**src/dofs_pkg.sv**
```systemverilog
// package: constants, register map and carrier types of the output selector
// assumes one 25 MHz system clock shared by all users
package dofs_pkg;

  localparam int CLK_HZ = 25_000_000;
  localparam int MS_PER_S = 1000;
  localparam int Z_HOLD_S = 10;
  localparam int MS_TICK_CYCLES = CLK_HZ / MS_PER_S;
  localparam int Z_HOLD_CYCLES = Z_HOLD_S * CLK_HZ;

  localparam int CODE_W = 6;
  localparam int NCODE = 64;
  localparam int NTERM = 4;
  localparam int NCHAN = 3;
  localparam int ADDR_W = 8;
  localparam int DATA_W = 32;
  localparam int MS_CNT_W = 15;
  localparam int Z_CNT_W = 28;
  localparam int TIME_W = 16;

  // terminal indices
  localparam int T_OC = 0;
  localparam int T_FAST = 1;
  localparam int T_RLY1 = 2;
  localparam int T_RLY2 = 3;

  // polarity bit of each terminal
  localparam int POL_BIT_OC = 0;
  localparam int POL_BIT_FAST = 3;
  localparam int POL_BIT_RLY1 = 4;
  localparam int POL_BIT_RLY2 = 5;

  // function codes
  localparam int CODE_NONE = 0;
  localparam int CODE_RUN = 1;
  localparam int CODE_RUN_FWD = 2;
  localparam int CODE_RUN_REV = 3;
  localparam int CODE_JOG = 4;
  localparam int CODE_FAULT = 5;
  localparam int CODE_ZERO_SPD = 9;
  localparam int CODE_UPPER = 10;
  localparam int CODE_LOWER = 11;
  localparam int CODE_READY = 12;
  localparam int CODE_PRE_EXC = 13;
  localparam int CODE_OVERLOAD = 14;
  localparam int CODE_UNDERLOAD = 15;
  localparam int CODE_SEQ_STAGE = 16;
  localparam int CODE_SEQ_CYCLE = 17;
  localparam int CODE_EXT_FAULT = 20;
  localparam int CODE_VIRT0 = 23;
  localparam int CODE_DC_BUS = 26;
  localparam int CODE_INDEX = 27;
  localparam int CODE_SUPERPOSE = 28;
  localparam int CODE_SAFE_OFF = 29;
  localparam int CODE_POS_DONE = 30;
  localparam int CODE_ZERO_DONE = 31;
  localparam int CODE_INDEX_DONE = 32;
  localparam int CODE_MODE_SW = 36;
  localparam int CODE_REACH = 37;
  localparam int CODE_CARD_OUT = 41;

  // register byte addresses
  localparam logic [7:0] A_FSEL0 = 8'h00;
  localparam logic [7:0] A_FSEL_STEP = 8'h04;
  localparam logic [7:0] A_POLARITY = 8'h10;
  localparam logic [7:0] A_FAST_MODE = 8'h14;
  localparam logic [7:0] A_CARD_EN = 8'h18;
  localparam logic [7:0] A_VIRT = 8'h1c;
  localparam logic [7:0] A_PREALARM = 8'h20;
  localparam logic [7:0] A_REACH = 8'h24;
  localparam logic [7:0] A_STATUS = 8'h28;

  // reset values
  localparam logic [5:0] RST_FSEL_OC = 6'h00;
  localparam logic [5:0] RST_FSEL_FAST = 6'h00;
  localparam logic [5:0] RST_FSEL_RLY1 = 6'h01;
  localparam logic [5:0] RST_FSEL_RLY2 = 6'h05;
  localparam logic [7:0] RST_POLARITY = 8'h00;
  localparam logic RST_FAST_MODE = 1'b0;
  localparam logic [7:0] CARD_EN_ON = 8'h01;

  // conditions delivered by the rest of the drive, same clock
  typedef struct packed {
    logic running;
    logic run_fwd;
    logic jogging;
    logic freq_out_nz;
    logic fault;
    logic out_freq_zero;
    logic ref_freq_zero;
    logic at_upper;
    logic at_lower;
    logic main_pwr_ok;
    logic ctrl_pwr_ok;
    logic protect_active;
    logic ready;
    logic pre_excite;
    logic overload_over;
    logic underload_over;
    logic seq_stage_done;
    logic seq_cycle_done;
    logic dc_bus_above_uv;
    logic pulse_superpose;
    logic safe_torque_off;
    logic pos_done;
    logic zero_done;
    logic index_done;
    logic mode_switch_done;
    logic card_first_out;
    logic [15:0] ramp_ref_freq;
  } dofs_drive_s;

endpackage

```
**src/dofs_term_select.sv**
```systemverilog
// one terminal's function selector: picks a condition by its code
// assumes the condition vector holds zero for unused codes
`timescale 1ns/1ps

module dofs_term_select (
  input wire logic [dofs_pkg::NCODE-1:0] cond_vec,
  input wire logic [dofs_pkg::CODE_W-1:0] code,
  output logic sel_out
);

  always_comb begin
    sel_out = 1'b0;
    if (code != 6'(dofs_pkg::CODE_NONE)) begin
      sel_out = cond_vec[code];
    end
  end

endmodule

```
**src/dofs_output_select.sv**
```systemverilog
// digital output function selector: four terminals, register port
// assumes drive conditions on clk_sys; pins fed through synchronisers
//
// The implementer's own choices: the register addresses and the plain strobed port.
`timescale 1ns/1ps

// What this block does
// - code zero leaves terminal inactive
// - codes 1-3: running, forward, reverse with frequency
// - code 5 follows drive fault
// - code 9: running with both frequencies zero
// - codes 10, 11: upper, lower limit reached
// - code 12: powers up, no protection, ready
// - code 13 follows pre-excitation
// - codes 14, 15 after pre-alarm time elapses
// - codes 16, 17 signal sequencer stage, cycle
// - code 20 follows external fault input
// - codes 23-25 follow written virtual bits
// - code 26 while bus above undervoltage
// - code 27 holds ten seconds after index
// - code 28 follows pulse superposition
// - code 29 follows safe torque off fault
// - codes 30-32 positioning, zeroing, indexing done
// - code 36 after control switchover completes
// - code 37 ramp reference above level
// - code 41 passes card output when enabled
// - one code may serve several terminals
// - fast terminal pulse or digital mode
// - polarity bit inverts, except the fast terminal in pulse mode; cleared at reset
// - codes span the full six-bit range
module dofs_output_select #(
  parameter int MS_TICK_CYCLES = dofs_pkg::MS_TICK_CYCLES,
  parameter int Z_HOLD_CYCLES = dofs_pkg::Z_HOLD_CYCLES
) (
  input wire logic clk_sys,
  input wire logic arst_n,
  input wire logic [dofs_pkg::ADDR_W-1:0] reg_addr,
  input wire logic [dofs_pkg::DATA_W-1:0] reg_wdata,
  input wire logic reg_wr,
  input wire logic reg_rd,
  output logic [dofs_pkg::DATA_W-1:0] reg_rdata,
  input wire dofs_pkg::dofs_drive_s drive,
  input wire logic ext_fault_pin,
  input wire logic encoder_index_pin,
  input wire logic fast_pulse_src,
  output logic open_collector_out,
  output logic fast_pulse_out,
  output logic relay1_out,
  output logic relay2_out
);

  typedef struct packed {
    logic [dofs_pkg::NTERM-1:0][dofs_pkg::CODE_W-1:0] fsel;
    logic [7:0] polarity;
    logic fast_mode;
    logic [7:0] card_en;
    logic [dofs_pkg::NCHAN-1:0][dofs_pkg::NTERM-1:0] virt;
    logic [dofs_pkg::TIME_W-1:0] prealarm_ms;
    logic [dofs_pkg::TIME_W-1:0] reach_level;
    logic [dofs_pkg::DATA_W-1:0] rdata;
    logic ext_s1;
    logic ext_s2;
    logic z_s1;
    logic z_s2;
    logic z_s3;
    logic [dofs_pkg::MS_CNT_W-1:0] ms_cnt;
    logic ms_tick;
    logic [dofs_pkg::TIME_W-1:0] ol_cnt;
    logic [dofs_pkg::TIME_W-1:0] ul_cnt;
    logic ol_alarm;
    logic ul_alarm;
    logic [dofs_pkg::Z_CNT_W-1:0] z_cnt;
    logic z_hold;
    logic [dofs_pkg::NTERM-1:0] term;
  } dofs_state_s;

  localparam dofs_state_s STATE_RST = '{
    fsel: {dofs_pkg::RST_FSEL_RLY2, dofs_pkg::RST_FSEL_RLY1,
           dofs_pkg::RST_FSEL_FAST, dofs_pkg::RST_FSEL_OC},
    polarity: dofs_pkg::RST_POLARITY,
    fast_mode: dofs_pkg::RST_FAST_MODE,
    default: '0
  };

  localparam logic [dofs_pkg::MS_CNT_W-1:0] MS_LAST =
    dofs_pkg::MS_CNT_W'(MS_TICK_CYCLES - 1);
  localparam logic [dofs_pkg::Z_CNT_W-1:0] Z_LAST =
    dofs_pkg::Z_CNT_W'(Z_HOLD_CYCLES - 1);

  dofs_state_s state_reg;
  dofs_state_s state_next;
  logic [dofs_pkg::NCODE-1:0] cond_common;
  logic [dofs_pkg::NTERM-1:0][dofs_pkg::NCODE-1:0] cond_term;
  logic [dofs_pkg::NTERM-1:0] sel;
  logic [dofs_pkg::NTERM-1:0] pol_vec;
  logic z_edge;

  assign z_edge = state_reg.z_s2 & ~state_reg.z_s3;
  assign pol_vec = {state_reg.polarity[dofs_pkg::POL_BIT_RLY2],
                    state_reg.polarity[dofs_pkg::POL_BIT_RLY1],
                    state_reg.polarity[dofs_pkg::POL_BIT_FAST],
                    state_reg.polarity[dofs_pkg::POL_BIT_OC]};

  // conditions shared by every terminal
  always_comb begin
    cond_common = '0;
    cond_common[dofs_pkg::CODE_NONE] = 1'b0;
    cond_common[dofs_pkg::CODE_RUN] =
      drive.running & drive.freq_out_nz;
    cond_common[dofs_pkg::CODE_RUN_FWD] =
      drive.running & drive.run_fwd & drive.freq_out_nz;
    cond_common[dofs_pkg::CODE_RUN_REV] =
      drive.running & ~drive.run_fwd & drive.freq_out_nz;
    cond_common[dofs_pkg::CODE_JOG] = drive.jogging & drive.freq_out_nz;
    cond_common[dofs_pkg::CODE_FAULT] = drive.fault;
    cond_common[dofs_pkg::CODE_ZERO_SPD] = drive.running &
      drive.out_freq_zero & drive.ref_freq_zero;
    cond_common[dofs_pkg::CODE_UPPER] = drive.at_upper;
    cond_common[dofs_pkg::CODE_LOWER] = drive.at_lower;
    cond_common[dofs_pkg::CODE_READY] = drive.main_pwr_ok &
      drive.ctrl_pwr_ok & ~drive.protect_active & drive.ready;
    cond_common[dofs_pkg::CODE_PRE_EXC] = drive.pre_excite;
    cond_common[dofs_pkg::CODE_OVERLOAD] = state_reg.ol_alarm;
    cond_common[dofs_pkg::CODE_UNDERLOAD] = state_reg.ul_alarm;
    cond_common[dofs_pkg::CODE_SEQ_STAGE] = drive.seq_stage_done;
    cond_common[dofs_pkg::CODE_SEQ_CYCLE] = drive.seq_cycle_done;
    cond_common[dofs_pkg::CODE_EXT_FAULT] = state_reg.ext_s2;
    cond_common[dofs_pkg::CODE_DC_BUS] = drive.dc_bus_above_uv;
    cond_common[dofs_pkg::CODE_INDEX] = state_reg.z_hold;
    cond_common[dofs_pkg::CODE_SUPERPOSE] = drive.pulse_superpose;
    cond_common[dofs_pkg::CODE_SAFE_OFF] = drive.safe_torque_off;
    cond_common[dofs_pkg::CODE_POS_DONE] = drive.pos_done;
    cond_common[dofs_pkg::CODE_ZERO_DONE] = drive.zero_done;
    cond_common[dofs_pkg::CODE_INDEX_DONE] = drive.index_done;
    cond_common[dofs_pkg::CODE_MODE_SW] = drive.mode_switch_done;
    cond_common[dofs_pkg::CODE_REACH] =
      drive.ramp_ref_freq > state_reg.reach_level;
    cond_common[dofs_pkg::CODE_CARD_OUT] = drive.card_first_out &
      (state_reg.card_en == dofs_pkg::CARD_EN_ON);
  end

  // per terminal: shared conditions plus its own virtual bits
  always_comb begin
    for (int t = 0; t < dofs_pkg::NTERM; t++) begin
      cond_term[t] = cond_common;
      for (int c = 0; c < dofs_pkg::NCHAN; c++) begin
        cond_term[t][dofs_pkg::CODE_VIRT0 + c] = state_reg.virt[c][t];
      end
    end
  end

  // one selector per terminal, each with its own code
  for (genvar t = 0; t < dofs_pkg::NTERM; t++) begin : g_term
    dofs_term_select u_sel (
      .cond_vec(cond_term[t]),
      .code(state_reg.fsel[t]),
      .sel_out(sel[t])
    );
  end

  always_comb begin
    state_next = state_reg;

    // pin synchronisers and index edge history
    state_next.ext_s1 = ext_fault_pin;
    state_next.ext_s2 = state_reg.ext_s1;
    state_next.z_s1 = encoder_index_pin;
    state_next.z_s2 = state_reg.z_s1;
    state_next.z_s3 = state_reg.z_s2;

    // millisecond tick for the pre-alarm timers
    state_next.ms_tick = 1'b0;
    if (state_reg.ms_cnt == MS_LAST) begin
      state_next.ms_cnt = '0;
      state_next.ms_tick = 1'b1;
    end else begin
      state_next.ms_cnt = state_reg.ms_cnt + 1'b1;
    end

    // overload pre-alarm: condition must persist for the set time
    if (!drive.overload_over) begin
      state_next.ol_cnt = '0;
      state_next.ol_alarm = 1'b0;
    end else begin
      if (state_reg.ol_cnt >= state_reg.prealarm_ms) begin
        state_next.ol_alarm = 1'b1;
      end else if (state_reg.ms_tick) begin
        state_next.ol_cnt = state_reg.ol_cnt + 1'b1;
      end
    end

    // underload pre-alarm, same timing
    if (!drive.underload_over) begin
      state_next.ul_cnt = '0;
      state_next.ul_alarm = 1'b0;
    end else begin
      if (state_reg.ul_cnt >= state_reg.prealarm_ms) begin
        state_next.ul_alarm = 1'b1;
      end else if (state_reg.ms_tick) begin
        state_next.ul_cnt = state_reg.ul_cnt + 1'b1;
      end
    end

    // index hold: a new pulse restarts the full hold
    if (z_edge) begin
      state_next.z_hold = 1'b1;
      state_next.z_cnt = Z_LAST;
    end else if (state_reg.z_cnt != '0) begin
      state_next.z_cnt = state_reg.z_cnt - 1'b1;
    end else begin
      state_next.z_hold = 1'b0;
    end

    // terminal outputs with polarity applied, except the fast terminal in pulse mode
    for (int t = 0; t < dofs_pkg::NTERM; t++) begin
      state_next.term[t] = sel[t] ^ pol_vec[t];
    end
    if (!state_reg.fast_mode) begin
      state_next.term[dofs_pkg::T_FAST] = fast_pulse_src;
    end

    // register writes
    if (reg_wr) begin
      if (reg_addr == dofs_pkg::A_FSEL0) begin
        state_next.fsel[dofs_pkg::T_OC] =
          reg_wdata[dofs_pkg::CODE_W-1:0];
      end else if (reg_addr == dofs_pkg::A_FSEL0 +
                   dofs_pkg::A_FSEL_STEP) begin
        state_next.fsel[dofs_pkg::T_FAST] =
          reg_wdata[dofs_pkg::CODE_W-1:0];
      end else if (reg_addr == dofs_pkg::A_FSEL0 +
                   8'(2 * dofs_pkg::A_FSEL_STEP)) begin
        state_next.fsel[dofs_pkg::T_RLY1] =
          reg_wdata[dofs_pkg::CODE_W-1:0];
      end else if (reg_addr == dofs_pkg::A_FSEL0 +
                   8'(3 * dofs_pkg::A_FSEL_STEP)) begin
        state_next.fsel[dofs_pkg::T_RLY2] =
          reg_wdata[dofs_pkg::CODE_W-1:0];
      end else if (reg_addr == dofs_pkg::A_POLARITY) begin
        state_next.polarity = reg_wdata[7:0];
      end else if (reg_addr == dofs_pkg::A_FAST_MODE) begin
        state_next.fast_mode = reg_wdata[0];
      end else if (reg_addr == dofs_pkg::A_CARD_EN) begin
        state_next.card_en = reg_wdata[7:0];
      end else if (reg_addr == dofs_pkg::A_VIRT) begin
        state_next.virt =
          reg_wdata[dofs_pkg::NCHAN*dofs_pkg::NTERM-1:0];
      end else if (reg_addr == dofs_pkg::A_PREALARM) begin
        state_next.prealarm_ms = reg_wdata[dofs_pkg::TIME_W-1:0];
      end else if (reg_addr == dofs_pkg::A_REACH) begin
        state_next.reach_level = reg_wdata[dofs_pkg::TIME_W-1:0];
      end
    end

    // register reads: data stand for one cycle only
    state_next.rdata = '0;
    if (reg_rd) begin
      if (reg_addr == dofs_pkg::A_FSEL0) begin
        state_next.rdata = 32'(state_reg.fsel[dofs_pkg::T_OC]);
      end else if (reg_addr == dofs_pkg::A_FSEL0 +
                   dofs_pkg::A_FSEL_STEP) begin
        state_next.rdata = 32'(state_reg.fsel[dofs_pkg::T_FAST]);
      end else if (reg_addr == dofs_pkg::A_FSEL0 +
                   8'(2 * dofs_pkg::A_FSEL_STEP)) begin
        state_next.rdata = 32'(state_reg.fsel[dofs_pkg::T_RLY1]);
      end else if (reg_addr == dofs_pkg::A_FSEL0 +
                   8'(3 * dofs_pkg::A_FSEL_STEP)) begin
        state_next.rdata = 32'(state_reg.fsel[dofs_pkg::T_RLY2]);
      end else if (reg_addr == dofs_pkg::A_POLARITY) begin
        state_next.rdata = 32'(state_reg.polarity);
      end else if (reg_addr == dofs_pkg::A_FAST_MODE) begin
        state_next.rdata = 32'(state_reg.fast_mode);
      end else if (reg_addr == dofs_pkg::A_CARD_EN) begin
        state_next.rdata = 32'(state_reg.card_en);
      end else if (reg_addr == dofs_pkg::A_VIRT) begin
        state_next.rdata = 32'(state_reg.virt);
      end else if (reg_addr == dofs_pkg::A_PREALARM) begin
        state_next.rdata = 32'(state_reg.prealarm_ms);
      end else if (reg_addr == dofs_pkg::A_REACH) begin
        state_next.rdata = 32'(state_reg.reach_level);
      end else if (reg_addr == dofs_pkg::A_STATUS) begin
        state_next.rdata = 32'({state_reg.z_hold, state_reg.ul_alarm,
                                state_reg.ol_alarm, state_reg.term});
      end
    end
  end

  always_ff @(posedge clk_sys or negedge arst_n) begin
    if (!arst_n) begin
      state_reg <= STATE_RST;
    end else begin
      state_reg <= state_next;
    end
  end

  assign reg_rdata = state_reg.rdata;
  assign open_collector_out = state_reg.term[dofs_pkg::T_OC];
  assign fast_pulse_out = state_reg.term[dofs_pkg::T_FAST];
  assign relay1_out = state_reg.term[dofs_pkg::T_RLY1];
  assign relay2_out = state_reg.term[dofs_pkg::T_RLY2];

endmodule

```
**config.mk**
```make
export PLATFORM = sky130hd
export DESIGN_NAME = dofs_output_select
export DESIGN_NICKNAME = d
export VERILOG_FILES = /design/src/dofs_pkg.sv /design/src/dofs_term_select.sv /design/src/dofs_output_select.sv
export SDC_FILE = /design/constraint.sdc
export NUM_CORES = 1
export LEC_CHECK = 0
export BUFFER_PORTS_ARGS = -buffer_cell sky130_fd_sc_hd__buf_2
export CAP_MARGIN = 20
export CORE_ASPECT_RATIO = 0.6
export CORE_MARGIN = 4
export CORE_UTILIZATION = 50
export DETAILED_ROUTE_END_ITERATION = 10
export GPL_ROUTABILITY_DRIVEN = 0
export PLACE_DENSITY = 0.78
export SLEW_MARGIN = 10
export SYNTH_ARGS = -nofsm -noshare
export SYNTH_HDL_FRONTEND = slang
export SYNTH_SLANG_ARGS = --single-unit
```
**constraint.sdc**
```tcl
create_clock -name clk_sys -period 7.37 [get_ports clk_sys]
set_input_delay 0.737 -clock clk_sys [delete_from_list [all_inputs] [get_ports clk_sys]]
set_output_delay 0.737 -clock clk_sys [all_outputs]
set_load 0.01 [all_outputs]
```
# == After elaboration in Yosys (flattened, before gate mapping) ==
# Cells that the tools add are included.
# op_classes
reduce_logical,19
eq_ne,19
mux,40
addsub,4
n_bitwise,29
order_cmp,7
# op_table
op,count
$mux 16,17
$add 16x1->16 const B,2
$eq 8x5->1 const B,4
$ge 16x16->1,2
$mux 29,1
$lt 6x7->1 const B,4
$mux 28,1
$reduce_bool 28->1,1
$sub 28x1->28 const B,1
$bmux 1 s6,4
$eq 8x6->1 const B,3
$reduce_bool 6->1,4
$eq 8x4->1 const B,2
$gt 16x16->1,1
$add 15x1->15 const B,1
$eq 15x15->1 const B,1
$mux 1,15
$mux 15,1
$and 1x1->1,13
$not 1->1,12
$reduce_and 11->1,1
$reduce_and 10->1,1
$reduce_and 9->1,1
$eq 8x1->1 const B,1
other kinds (14),24
# word_totals
in_bits,89
elab_cells,145
reg_bits,205

# == Logic depth before layout (Yosys ltp) ==
# depth
depth_word,13
depth_mapped,11
depth_no_buf,9

# == Hierarchy ==
# A second synthesis with hierarchy kept.
# unflattened
cells_unflattened,1237
hier_area_um2,12719.7
# modules_own_cells
module,area_per_inst_um2,seq_area_each_um2,cells_each,instances
dofs_output_select,10277.4,4733.3,1021,1
dofs_term_select,610.6,0.0,54,4

# == Worst setup path before layout ==
# OpenSTA, ideal clock, no wires.
# synth_timing
path_type,input -> register
startpoint,in drive[11] (netlist name)
endpoint,"reg state_reg, in the netlist fast_pulse_out"
path_slack_ns,4.624
stages,8
setup_ns,0.087
required_ns,7.283
arrival_ns,2.659
n_path_buf,0
path_cell_list,ha_1 -> a211o_1 -> o211ai_1 -> a21oi_1 -> a2111oi_0 -> nor2_1 -> o32a_1 -> o211ai_1
# synth_lines
element,line,text
"start, declared",dofs_output_select.sv:42,"input wire dofs_pkg::dofs_drive_s drive,"
"end signal, assigned",dofs_output_select.sv:292,state_reg <= state_next;
"end, declared",dofs_output_select.sv:90,dofs_state_s state_reg;

# == Worst setup path after layout ==
# layout_timing
startpoint,in reg_addr[4] (netlist name)
endpoint,reg state_reg[127] (netlist name)
# layout_via
elab_chain_cells,3
word_cells_on_any_way,20
# layout_lines
element,line,text
"start, declared",dofs_output_select.sv:37,"input wire logic [dofs_pkg::ADDR_W-1:0] reg_addr,"
"$eq 8x6->1, or another cell as far along",dofs_output_select.sv:248,end else if (reg_addr == dofs_pkg::A_PREALARM) begin
$not 1->1 (no line),--,
$reduce_and 11->1 (no line) *,--,
# Mark *: on every way between the ends. The rest lies on a longest branch, timed or not.
# A chain may end at the register's enable or synchronous reset.

==> results.toml <==
[status]
status = "finished clean"

[drt]
met2WireLength_mm = 13.0
drt-initial-drc-count = 1109
routed.top_layer = "met4"
drt_first_pass_iters = 6
dr_wl_met3_mm = 3.49
avgRoutedWirePerCell_um = 20.1
vias = 9336
ant_nets = 0
vias_per_cell = 6.17
wl_mm = 30.5
drc = 0
wl_met1_mm = 13.4

[sta]
setup_viol = 0
min_period_ns = 3.13
fin_crit_sh_pct = 42.5
fin_skew_ns = 0.0143
tightest_slew_ns = 1.02
timing.setup.tns_ns = 0
postLayoutSetupSlackWorst_ns = 4.24
fmax_ghz = 0.319
report.final.hold_viol_count = 0
slew_viol_final = 0
relSlewSlack_pct = 31.6
grt_setup_unrepaired = "no"

[pwr]
pwr-share-comb_pct = 11.3
pwr-share-seq_pct = 48.2
power.internal_uw = 1680
switching_share_pct = 28.4
p_sw_uw = 666
p_leak_uw = 0.00552
vdd_ir_drop_max_mv = 0.166
power_frac_clock_pct = 40.5
power_uw = 2340
powerDensity_nw_per_um2 = 188

[floorplan]
core_area_um2 = 22200
die-area_um2 = 25200
io_pins = 125
die-width_um = 202
die_h_um = 125
rows = 42
start_util_pct = 51.1

[critical_path]
crit_fanout = 16
crit_path_end_kind = "register"
critPathRequiredTime_ns = 7.69
arrival_ns = 3.45
worst-setup-path-type = "input port to register"
critPathLaunchType = "input port"

[cells_and_area]
nets = 1332
final_core_util_pct = 56.2
finalInstanceArea_um2 = 12500
largest_register_ffs = 146
syn_to_final_growth_pct = 10.1
layout-drive-gt1-share_pct = 21.5

[hold_path]
min_path_type = "input port to async pin"

[grt]
grt_pass1_vias = 8969
antenna_found_initial = 0
grt_overflow = 0
grt_pass1_wl_mm = 48.5
grt_max_degree = 89
grtUsageTotal_pct = 23.9

[cts]
worstSkewPairLatency_ns = 0.44
hold_buffers = 0
htree_levels = 4
cts.reportedPaths.clkPinSlew_ns = 0.07
cts_buffer_depth = 2
clock-root-buffer = "clkbuf_16"
cts_sinks = 189
cts_setup_buffers = 0
cts_buffers = 17
cts_repair_resize_count = 0
cts_tree = "done"

[synth]
synth-seq-area-share_pct = 41.8
synth_cell_type_count = 78
async_flop_share_pct = 100
ys.warnings.count = 0
ys_ff_latch = 189
yosysTopAreaCellShare_pct = 41.1
yosysTopAreaCell = "dfrtp_1"
ys.flop_type = "dfrtp_1"
synth_area_um2 = 11300
synth.area.top_cells = "dfrtp_1 41%, mux2_2 8.6%, ha_1 5.7%"
avgSynthCellArea_um2 = 9.96
netlist_instances = 1137
yosysMostFrequentCell = "dfrtp_1"
synth_edf_count = 0
ys_top_cells_by_count = "186 x dfrtp_1, 103 x nand2_1, 86 x mux2_2, 59 x a21oi_1, 58 x nor2_1"

[placed_design]
place_ws_ns = 3.91
io_buffers = 92
placement.cell_area_um2 = 11900
dp.final_hpwl_mm = 22.2

[flow_run]
maxCapViolations = 0
[metal layers]
| layer | vias to the layer above | track usage (%) |
|---|---|---|
| li1 | 4229 | - |
| met5 | - | 0 |
| met2 | 484 | 33.9 |
| met1 | 4557 | 35.3 |
| met4 | 0 | 5.31 |
| met3 | 66 | 8.59 |
[area by class of cell]
class	instances	area (um^2)
well taps	308	385
inverters	58	218
fillers	1914	9700
diodes	1	2.50
repair buffers	100	529
clock inverters	13	146
flip-flops and latches	189	4730
multi-input cells	825	6000
clock buffers	19	453
[power by group through the flow]
stage          combinational, uW  clock, uW  sequential, uW
3_5_place_dp                 259          0            1150
4_1_cts                      261        956            1130
2_1_floorplan                174          0            1120
6_report                     265        948            1130
3_3_place_gp                 249          0            1140
5_1_grt                      291       1010            1130
[cell families after synthesis]
logic type	after synthesis	share of synthesized area [%]
other cells	1	0.0331
fa+ha+maj	52	5.75
buf+inv	138	5.72
flops	189	41.8
compound gates	217	12.9
simple gates	374	17.3
xor+xnor	39	3.02
mux	127	13.5
[critical path: stages]
cell and delay [ns]:
buf_2 0.16, nor4b_1 0.31, buf_4 0.21, nand2_1 0.09, nor2_1 0.76, nand2_1 0.70
mux2_2 0.47
[cells in the final DEF (no fill, tap or decap), types with 32 or more instances in the layout]
master / instances
buf_2: 91
inv_1: 56
nor3_1: 32
nand2_1: 103
nor2_1: 58
nand3_1: 44
mux2_2: 86
ha_1: 52
a21oi_1: 59
dfrtp_1: 186
[final timing paths]
| path | start | endpoint | slack, ns | cells after the start |
|---|---|---|---|---|
| setup reg to reg | state_reg[149] | state_reg[46] | 4.41 | 9 |
| max in group asynchronous | arst_n | state_reg[20] | 5.21 | 3 |
| hold / removal | arst_n | reg_rdata[12] | 0.34 | 1 |
| hold reg to reg | state_next[86] | cond_common[20] | 0.35 | 0 |
| min in group clk_sys | state_next[86] | cond_common[20] | 0.35 | 0 |
| setup / recovery | reg_addr[4] | state_reg[127] | 4.24 | 7 |
[per-stage QoR]
stage               hold slack [ns]  cells
floorplan                     0.331   1152
global placement              0.332   1480
detailed placement            0.339   1480
CTS                           0.355   1512
global route                  0.358   1512
finish                        0.340   1513
Power figures use the tool's default switching activity.
